`src/rtl/hbc_pkg.sv`:
```
// Constants for the host bridge control and status register slice.
// Assumes an 8-bit host register port decoded by the host interface logic.
package hbc_pkg;

   // ------------------------------------------------------------------
   // Register offsets
   // ------------------------------------------------------------------
   localparam logic [7:0] HBC_ADDR_READBACK_HIGH = 8'h57;
   localparam logic [7:0] HBC_ADDR_SPARE_CONTROL = 8'h5A;
   localparam logic [7:0] HBC_ADDR_BUFFER_STATUS = 8'h5C;
   localparam logic [7:0] HBC_ADDR_CPU_CONTROL = 8'h5D;
   localparam logic [7:0] HBC_ADDR_VENDOR_DOORBELL = 8'h60;
   localparam logic [7:0] HBC_ADDR_WAKE_EDGE = 8'h61;
   localparam logic [7:0] HBC_ADDR_TAKEOVER_LOW = 8'h62;

   // ------------------------------------------------------------------
   // Field positions
   // ------------------------------------------------------------------
   localparam int HBC_BIT_STACKED_READY = 0;
   localparam int HBC_BIT_DISPLAY_READY = 1;
   localparam int HBC_BIT_SOFT_RESET = 0;
   localparam int HBC_BIT_RESERVED = 1;
   localparam int HBC_BIT_DOORBELL = 1;
   localparam int HBC_BIT_WAKE_RISE = 0;
   localparam int HBC_BIT_WAKE_FALL = 1;

   // ------------------------------------------------------------------
   // Reset values
   // ------------------------------------------------------------------
   localparam logic [7:0] HBC_RST_SPARE = 8'h00;
   localparam logic [1:0] HBC_RST_CPU_CONTROL = 2'h1;
   localparam logic [1:0] HBC_RST_DOORBELL = 2'h0;
   localparam logic [1:0] HBC_RST_WAKE_EDGE = 2'h0;
   localparam logic [7:0] HBC_RST_TAKEOVER = 8'h00;

   // ------------------------------------------------------------------
   // Timing: cycles after reset release before the boot strap is taken.
   // ------------------------------------------------------------------
   localparam logic [1:0] HBC_STRAP_WAIT = 2'h3;

endpackage : hbc_pkg

```
`src/rtl/hbc_wake_if.sv`:
```
// Interface carrying chip-select edge events from the detector to the register slice.
// Assumes both ends run on the same free-running reference clock.
`timescale 1ns/10ps
interface hbc_wake_if;
   logic cs_rise;
   logic cs_fall;
   modport det (output cs_rise, output cs_fall);
   modport ctl (input cs_rise, input cs_fall);
endinterface : hbc_wake_if

```
`src/rtl/hbc_wake_detect.sv`:
```
// Chip-select pin synchroniser and edge detector.
// Assumes ref_clk_i runs while the core clocks are gated in suspend.
`timescale 1ns/10ps
module hbc_wake_detect
   import hbc_pkg::*;
(
   input wire logic ref_clk_i,   // Free-running reference clock.
   input wire logic sys_rst_i,   // Asynchronous reset, active high.
   input wire logic host_cs_n_i, // Host chip-select pin, asynchronous.
   hbc_wake_if.det wake          // Edge event pulses.
);
   logic cs_meta;
   logic cs_sync;
   logic cs_last;

   // Two stages before anything looks at the pin; the last stage feeds the edge logic.
   always_ff @(posedge ref_clk_i or posedge sys_rst_i) begin
      if (sys_rst_i) begin
         cs_meta <= 1'b1;
         cs_sync <= 1'b1;
         cs_last <= 1'b1;
      end else begin
         cs_meta <= host_cs_n_i;
         cs_sync <= cs_meta;
         cs_last <= cs_sync;
      end
   end

   assign wake.cs_rise = cs_sync & ~cs_last;
   assign wake.cs_fall = ~cs_sync & cs_last;
endmodule : hbc_wake_detect

```
`src/rtl/hbc_control_status.sv`:
```
// Host bridge control and status register slice.
// Assumes a single-cycle 8-bit register port from the host interface decoder.
//
// Operation
// - Read-back high byte is meaningless and reads zero with an 8-bit host bus.
// - Status bit 0 is read-only: stacked memory data ready for host reading.
// - Status bit 1 is read-only: display buffer data ready for host reading.
// - Writing one to CPU control bit 0 puts the embedded CPU in reset.
// - Soft reset bit resets to 0 for host boot, 1 for ROM boot.
// - In host boot the embedded CPU stays in reset until the host releases it.
// - Writing one to doorbell bit 1 interrupts the embedded CPU.
// - In suspend, only a chip-select change raises the resume interrupt.
// - Wake bit 0 set: chip-select rising edge raises a resume interrupt.
// - Wake bit 1 set: chip-select falling edge raises a resume interrupt.
// - Takeover select low is an 8-bit read/write register.
// - A takeover bit of one gives its pin to the host, zero to internal logic.
`timescale 1ns/10ps
module hbc_control_status
   import hbc_pkg::*;
(
   input wire logic ref_clk_i,                      // 50 MHz reference clock.
   input wire logic sys_rst_i,                      // Asynchronous reset, active high.
   input wire logic [7:0] reg_addr_i,               // Register offset.
   input wire logic [7:0] reg_wdata_i,              // Write data.
   input wire logic reg_wr_i,                       // Write strobe, one cycle.
   input wire logic reg_rd_i,                       // Read strobe, one cycle.
   output logic [7:0] reg_rdata_o,                  // Read data, registered.
   output logic reg_rvalid_o,                       // Read data valid pulse.
   input wire logic bus_8bit_i,                     // Host bus configured 8 bits wide.
   input wire logic [7:0] readback_check_high_i,    // Buffer write read-back high byte.
   input wire logic stacked_mem_read_ready_i,       // Stacked memory data ready.
   input wire logic display_buf_read_ready_i,       // Display buffer data ready.
   input wire logic boot_from_rom_i,                // Boot source strap pin.
   output logic embedded_cpu_reset_o,               // Embedded CPU reset, active high.
   output logic [7:0] spare_control_o,              // Spare control byte.
   output logic vendor_cmd_irq_o,                   // Doorbell interrupt pulse.
   input wire logic suspend_i,                      // Device is in suspend.
   input wire logic host_cs_n_i,                    // Host chip-select pin.
   output logic resume_irq_o,                       // Resume interrupt pulse.
   input wire logic [7:0] host_gpio_out_i,          // Host-owned pin values.
   input wire logic [7:0] host_gpio_oe_i,           // Host-owned pin enables.
   input wire logic [7:0] core_gpio_out_i,          // Internal pin values.
   input wire logic [7:0] core_gpio_oe_i,           // Internal pin enables.
   output logic [7:0] gpio_out_o,                   // Selected pin values.
   output logic [7:0] gpio_oe_o,                    // Selected pin enables.
   output logic [7:0] pin_takeover_select_low_o     // Takeover select register.
);

   // ------------------------------------------------------------------
   // Decode
   // ------------------------------------------------------------------
   function automatic logic hit(input logic [7:0] addr, input logic [7:0] target);
      hit = (addr == target);
   endfunction : hit

   logic wr_cpu;
   logic wr_bell;
   assign wr_cpu = reg_wr_i & hit(reg_addr_i, HBC_ADDR_CPU_CONTROL);
   assign wr_bell = reg_wr_i & hit(reg_addr_i, HBC_ADDR_VENDOR_DOORBELL);

   // ------------------------------------------------------------------
   // Boot strap capture
   // ------------------------------------------------------------------
   // The strap is synchronised and taken a few cycles after release, since an
   // asynchronous reset may only load constants.
   logic strap_meta;
   logic strap_sync;
   logic [1:0] strap_cnt;
   logic strap_done;
   logic host_boot;
   logic host_released;

   always_ff @(posedge ref_clk_i or posedge sys_rst_i) begin
      if (sys_rst_i) begin
         strap_meta <= 1'b0;
         strap_sync <= 1'b0;
      end else begin
         strap_meta <= boot_from_rom_i;
         strap_sync <= strap_meta;
      end
   end

   always_ff @(posedge ref_clk_i or posedge sys_rst_i) begin
      if (sys_rst_i) begin
         strap_cnt <= 2'h0;
         strap_done <= 1'b0;
         host_boot <= 1'b0;
      end else if (!strap_done) begin
         strap_cnt <= strap_cnt + 2'h1;
         if (strap_cnt == HBC_STRAP_WAIT) begin
            strap_done <= 1'b1;
            host_boot <= ~strap_sync;
         end
      end
   end

   // ------------------------------------------------------------------
   // CPU control
   // ------------------------------------------------------------------
   logic [1:0] cpu_control;

   always_ff @(posedge ref_clk_i or posedge sys_rst_i) begin
      if (sys_rst_i) begin
         cpu_control <= HBC_RST_CPU_CONTROL;
      end else if (strap_done && wr_cpu) begin
         cpu_control <= reg_wdata_i[1:0];
      end else if (strap_cnt == HBC_STRAP_WAIT && !strap_done) begin
         cpu_control[HBC_BIT_SOFT_RESET] <= strap_sync;
      end
   end

   // A host-boot part must not run its CPU before code is loaded, even though
   // the soft reset bit itself reads zero; the host's zero write releases it.
   always_ff @(posedge ref_clk_i or posedge sys_rst_i) begin
      if (sys_rst_i) begin
         host_released <= 1'b0;
      end else if (strap_done && wr_cpu && !reg_wdata_i[HBC_BIT_SOFT_RESET]) begin
         host_released <= 1'b1;
      end
   end

   always_ff @(posedge ref_clk_i or posedge sys_rst_i) begin
      if (sys_rst_i) begin
         embedded_cpu_reset_o <= 1'b1;
      end else begin
         embedded_cpu_reset_o <= !strap_done || cpu_control[HBC_BIT_SOFT_RESET]
                                 || (host_boot && !host_released);
      end
   end

   // ------------------------------------------------------------------
   // Doorbell, spare, wake enables, takeover
   // ------------------------------------------------------------------
   logic [1:0] doorbell;
   logic [1:0] wake_edge_enable;

   always_ff @(posedge ref_clk_i or posedge sys_rst_i) begin
      if (sys_rst_i) begin
         doorbell <= HBC_RST_DOORBELL;
         vendor_cmd_irq_o <= 1'b0;
      end else begin
         if (wr_bell) begin
            doorbell <= reg_wdata_i[1:0];
         end
         vendor_cmd_irq_o <= wr_bell & reg_wdata_i[HBC_BIT_DOORBELL];
      end
   end

   always_ff @(posedge ref_clk_i or posedge sys_rst_i) begin
      if (sys_rst_i) begin
         spare_control_o <= HBC_RST_SPARE;
         wake_edge_enable <= HBC_RST_WAKE_EDGE;
         pin_takeover_select_low_o <= HBC_RST_TAKEOVER;
      end else if (reg_wr_i) begin
         if (hit(reg_addr_i, HBC_ADDR_SPARE_CONTROL)) begin
            spare_control_o <= reg_wdata_i;
         end
         if (hit(reg_addr_i, HBC_ADDR_WAKE_EDGE)) begin
            wake_edge_enable <= reg_wdata_i[1:0];
         end
         if (hit(reg_addr_i, HBC_ADDR_TAKEOVER_LOW)) begin
            pin_takeover_select_low_o <= reg_wdata_i;
         end
      end
   end

   assign gpio_out_o = (pin_takeover_select_low_o & host_gpio_out_i)
                       | (~pin_takeover_select_low_o & core_gpio_out_i);
   assign gpio_oe_o = (pin_takeover_select_low_o & host_gpio_oe_i)
                      | (~pin_takeover_select_low_o & core_gpio_oe_i);

   // ------------------------------------------------------------------
   // Resume interrupt
   // ------------------------------------------------------------------
   hbc_wake_if wake ();

   hbc_wake_detect u_wake (
      .ref_clk_i(ref_clk_i),
      .sys_rst_i(sys_rst_i),
      .host_cs_n_i(host_cs_n_i),
      .wake(wake.det)
   );

   always_ff @(posedge ref_clk_i or posedge sys_rst_i) begin
      if (sys_rst_i) begin
         resume_irq_o <= 1'b0;
      end else begin
         resume_irq_o <= suspend_i
            && ((wake.cs_rise && wake_edge_enable[HBC_BIT_WAKE_RISE])
            || (wake.cs_fall && wake_edge_enable[HBC_BIT_WAKE_FALL]));
      end
   end

   // ------------------------------------------------------------------
   // Read path
   // ------------------------------------------------------------------
   logic [7:0] next_rdata;

   always_comb begin
      next_rdata = 8'h00;
      case (reg_addr_i)
         HBC_ADDR_READBACK_HIGH: next_rdata = bus_8bit_i ? 8'h00 : readback_check_high_i;
         HBC_ADDR_SPARE_CONTROL: next_rdata = spare_control_o;
         HBC_ADDR_BUFFER_STATUS: next_rdata = {6'h00, display_buf_read_ready_i,
                                               stacked_mem_read_ready_i};
         HBC_ADDR_CPU_CONTROL: next_rdata = {6'h00, cpu_control};
         HBC_ADDR_VENDOR_DOORBELL: next_rdata = {6'h00, doorbell};
         HBC_ADDR_WAKE_EDGE: next_rdata = {6'h00, wake_edge_enable};
         HBC_ADDR_TAKEOVER_LOW: next_rdata = pin_takeover_select_low_o;
         default: next_rdata = 8'h00;
      endcase
   end

   always_ff @(posedge ref_clk_i or posedge sys_rst_i) begin
      if (sys_rst_i) begin
         reg_rdata_o <= 8'h00;
         reg_rvalid_o <= 1'b0;
      end else begin
         reg_rvalid_o <= reg_rd_i;
         if (reg_rd_i) begin
            reg_rdata_o <= next_rdata;
         end
      end
   end
endmodule : hbc_control_status

```
`config.mk`:
```
export PLATFORM = sky130hd
export DESIGN_NAME = hbc_control_status
export DESIGN_NICKNAME = d
export VERILOG_FILES = /design/src/rtl/hbc_pkg.sv /design/src/rtl/hbc_wake_if.sv /design/src/rtl/hbc_wake_detect.sv /design/src/rtl/hbc_control_status.sv
export SDC_FILE = /design/constraint.sdc
export NUM_CORES = 1
export LEC_CHECK = 0
export ABC_AREA = 1
export BUFFER_PORTS_ARGS = -buffer_cell sky130_fd_sc_hd__buf_2
export CAP_MARGIN = 20
export CORE_UTILIZATION = 48
export CTS_BUF_LIST = sky130_fd_sc_hd__clkbuf_8
export DETAILED_ROUTE_END_ITERATION = 8
export HOLD_SLACK_MARGIN = 0.03
export PLACE_DENSITY = 0.83
export SLEW_MARGIN = 40
export SYNTH_ARGS = -nofsm -noshare
export SYNTH_HDL_FRONTEND = slang
export SYNTH_SLANG_ARGS = --single-unit
```
`constraint.sdc`:
```
create_clock -name ref_clk_i -period 1.42 [get_ports ref_clk_i]
set_input_delay 0.213 -clock ref_clk_i [delete_from_list [all_inputs] [get_ports ref_clk_i]]
set_output_delay 0.213 -clock ref_clk_i [all_outputs]
set_load 0.05 [all_outputs]
```
# == Word-level counts from Yosys, hierarchy flattened ==
# Index checks and enable logic that the tools add are counted.
# W data, S select, Z words.
# op_classes
n_addsub,1
n_eq_ne,8
n_mux,6
bitwise_logic,16
reduce_logical,18
# op_table
cell,count
$eq A8 B7 Y1 const B,7
$pmux W8 S7,1
$and A8 B8 Y8,4
$or A8 B8 Y8,2
$mux W8,1
$not A8 Y8,1
$reduce_and A2 Y1,4
$logic_and A1 B1 Y1,7
$and A1 B1 Y1,5
$mux W1,4
$not A1 Y1,4
$logic_not A1 Y1,3
$logic_or A1 B1 Y1,3
$add A2 B1 Y2 const B,1
$eq A2 B2 Y1 const B,1
$reduce_bool A2 Y1,1
# word_totals
regBits,44
inputBits,66
output_inout_bits,44

# == Logic depth before layout (Yosys ltp) ==
# depth
word_depth,5
mapped_depth,10
ltp_nobuf,9

# == Modules after synthesis ==
# A second synthesis with hierarchy kept.
# hier_totals
cells_unflattened,299
area_unflattened_um2,2333.5
# modules_own_cells
module,n_inst,cells_each,area_each_um2,seq_area_each_um2
hbc_control_status,1,291,2235.9,1028.5
hbc_wake_detect,1,8,97.6,78.8

# == Least setup slack after synthesis ==
# Ideal clock, no wire load.
# synth_path
path_kind,reg2out
from,reg pin_takeover_select_low_o[3]
to,out gpio_oe_o[3]
arrival_time_ps,1175
required_ps,1207
slack_ps,32
path_stages_with_launch,2
n_path_buf,0
path_cell_list,dfrtp_1 mux2_2
# synth_between
elab_chain_len,3
elab_cells_between_ends,4
# synth_rtl
item,line_no,text
start: declaration,hbc_control_status.sv:46,output logic [7:0] pin_takeover_select_low_o
start signal: assignment,hbc_control_status.sv:162,pin_takeover_select_low_o <= reg_wdata_i;
$not A8 Y8,hbc_control_status.sv:170,| (~pin_takeover_select_low_o & core_gpio_oe_i);
$and A8 B8 Y8,hbc_control_status.sv:170,
$or A8 B8 Y8 *,hbc_control_status.sv:170,
end: declaration,hbc_control_status.sv:45,"output logic [7:0] gpio_oe_o,"
# Every way passes the cells marked *; elsewhere a longest branch is shown, timed or not.

# == Final worst setup path ==
# layout_path
from,reg pin_takeover_select_low_o[7]
to,out gpio_out_o[7]
# layout_between
elab_chain_len,3
elab_cells_between_ends,4
# layout_rtl
item,line_no,text
$not A8 Y8,hbc_control_status.sv:168,| (~pin_takeover_select_low_o & core_gpio_out_i);
$and A8 B8 Y8,hbc_control_status.sv:168,
$or A8 B8 Y8 *,hbc_control_status.sv:168,
end: declaration,hbc_control_status.sv:44,"output logic [7:0] gpio_out_o,"
# Marked as above.

==> out/results.ini <==
[outcome]
run_status=finished with violations
violations=design-rule violations, negative setup slack

[die]
fp.coreArea_mm2=0.004474
die_w_um=71.18
initial_core_util=0.5134
dieHeight_um=71.18
num_rows=24
boundaryPins=110
dieArea_mm2=0.005067

[cells_and_area]
seq_area_mm2=0.001112
final_area_mm2=0.003217
final_cell_mix=114 x nand2_1, 93 x buf_2, 35 x dfrtp_1
drive_above_1_share=0.4079
nFillCells=344
multiInputGateArea_mm2=0.001104
fin_util=0.7190
finalNetCount=473
layout_commonest_cell=nand2_1
area_growth_pct=40.03
antenna_cells=0

[min_path]
worstHoldStart=reg_wdata_i[3]
holdPathEnd=pin_takeover_select_low_o[3]
whs_path_depth=3
hp-class=input pin to register

[critical_path]
timing.rr.start=strap_cnt[0]
rr_endpoint=cpu_control[0]
critical_path_required_ns=1.21
max_stage_delay_ns=0.45
crit_path_end_kind=primary output
rrSetupSlack_ns=0.25
path_cells=mux2_4, buf_6
crit_path_start_kind=register
cp_top_family=flip-flops
cp.arrival_ns=1.24
slowest_stage=dfrtp_1
critPathBufInv=1
rr_worst_depth=7
critical_path.max_fanout=4
crit_type=register to primary output

[yosys]
avgSynthCellArea_um2=8.175
yosysWarnings=0
syn-num-nets=348
netlist_area_mm2=0.002297
synth_seq_cells=44
ys_seq_area_frac=0.4820
synth_cells=281
synth_cell_type_count=26

[power_and_ir_drop]
ir_worst_vdd_mv=0.4723
p_leak_uw=0.001890
pwr_density_cell_mw_per_mm2=881.1

[drt]
routed_wl_um=6190
drt_iter0_markers=142
drt_drc_violations_left=4
vias=2354
first_pass_iters=9
final_antenna_net_count=0
routed_via_density=5.129
wire_per_inst_um=13.49

[place]
port_buffers=109
dpl_cell_area_mm2=0.002920
place_congestion=0.8786
dp_hpwl_um=4281

[cts]
cts_root_buffer=clkbuf_8
cts_buffers=5
cts_tree=done
insertion_delay_ns=0.30
cts.reportedPaths.clkPinSlew_ns=0.08
clock-sinks=44
clock_path_buffers=2
h-tree-depth=2

[grt]
grt_max_degree=31
first_global_vias=2238
grt_usage=0.2481
grt_first_pass_wirelength_um=9666
antenna_found_initial=0
grt_overflow=0

[sta]
max_freq_ghz=0.6864
final-setup-viol-count=6
worst_pin_slew_ns=0.5424
slew_viol_final=0
relSlewSlack=0.6361
final_hold_viol_count=0
skew_ns=0.01065
setup_slack_ns=-0.03680
rsz0062_at_grt=true
fin_crit_ns=1.457
finalCritPeriodShare=1.026

[flow_run]
maxCapViolations=0

## Yosys cell counts
| library cell | count | area [um2] |
|---|---|---|
| nand2_1 | 114 | 427.9 |
| dfrtp_1 | 39 | 975.9 |
| nand3_1 | 26 | 130.1 |
| inv_1 | 23 | 86.33 |
| o21ai_0 | 18 | 90.09 |
| nor2_1 | 15 | 56.30 |
| mux2_2 | 10 | 112.6 |
| dfstp_2 | 5 | 131.4 |
| nor2_4 | 4 | 45.04 |
| nand2_2 | 3 | 18.77 |
| buf_6 | 2 | 22.52 |
| clkbuf_1 | 2 | 7.510 |
| inv_2 | 2 | 7.510 |
| nand2_4 | 2 | 22.52 |
| nor2_2 | 2 | 12.51 |
| nor2_8 | 2 | 40.04 |
| o21a_1 | 2 | 15.01 |
| o21ai_2 | 2 | 17.52 |
| a21boi_0 | 1 | 7.510 |
| ha_1 | 1 | 12.51 |
| mux2_4 | 1 | 15.01 |
| nand3_2 | 1 | 10.01 |
| nand4_2 | 1 | 12.51 |
| o21ai_1 | 1 | 5.000 |
| or2_0 | 1 | 6.260 |
| xnor2_1 | 1 | 8.760 |
## what timing repair did
item | 4_1_cts | 5_1_grt
setup endpoints to repair | 14 | 16
setup buffers | 3 | 3
hold buffers | 3 | 0
hold endpoints to repair | 12 | 0
gates resized for setup | 27 | 17
## flip-flops by register name, indices dropped and copies added (netlist names)
register	count
cpu_control	2
doorbell	2
embedded_cpu_reset_o	1
host_boot	1
host_released	1
pin_takeover_select_low_o	8
reg_rdata_o	8
reg_rvalid_o	1
resume_irq_o	1
spare_control_o	8
strap_cnt	2
strap_done	1
strap_meta	1
strap_sync	1
u_wake.cs_last	1
u_wake.cs_meta	1
u_wake.cs_sync	1
vendor_cmd_irq_o	1
wake_edge_enable	2
## area by class of cell
cell class,instances,share of cell area
flip-flops and latches,44,0.3458
multi-input cells,208,0.3431
repair buffers,122,0.2326
inverters,25,0.02917
clock buffers,6,0.02567
well taps,52,0.02023
clock inverters,2,0.003501
## tightest hold or removal path: stages
cell and delay [ns]:
buf_2 0.09, nand2_1 0.05, nand2_1 0.05
## power by group
group | internal, uW | switching [uW] | total [uW]
clock | 388 | 431 | 819
combinational | 237 | 426 | 663
sequential | 1310 | 40.7 | 1350
## routing by layer
metal,track usage,routed length [um]
met1,0.3075,2492
met2,0.4148,3023
met3,0.06125,493
met4,0.1022,180
met5,0,0
## cells by family (layout without fill, tap and decap cells)
family,count (synthesis),after routing,share of synthesized area
AND/OR/NAND/NOR,171,171,0.3404
flip-flops,44,44,0.4820
buffers and inverters,29,155,0.05392
AO/OA/AOI/OAI,24,24,0.05882
multiplexers,11,11,0.05555
adder cells (fa/ha/maj),1,1,0.005446
XOR/XNOR,1,1,0.003813
## how the worst max path moves through the flow
stage | startpoint | end | depth (start not counted)
floorplan | pin_takeover_select_low_o[3] | gpio_oe_o[3] | 1
global placement | reg_addr_i[0] | pin_takeover_select_low_o[2] | 7
detailed placement | reg_addr_i[4] | pin_takeover_select_low_o[2] | 7
CTS | pin_takeover_select_low_o[4] | gpio_oe_o[4] | 2
global route | pin_takeover_select_low_o[7] | gpio_out_o[7] | 2
finish | pin_takeover_select_low_o[7] | gpio_out_o[7] | 2
## per-stage QoR
| stage | hold slack [ns] | total power [uW] | instances | worst slack [ns] | TNS, ns |
|---|---|---|---|---|---|
| global route | 0.1250 | 2941 | 459 | -0.04936 | -0.3178 |
| CTS | 0.1292 | 2797 | 456 | -0.02101 | -0.07577 |
| floorplan | 0.2175 | 1776 | 281 | 0.03238 | 0 |
| finish | 0.1233 | 2834 | 459 | -0.03680 | -0.1267 |
| global placement | 0.2093 | 1942 | 442 | 0.08085 | 0 |
| detailed placement | 0.2189 | 1953 | 442 | 0.04670 | 0 |
Note: power is estimated with default switching activity, not from simulation.
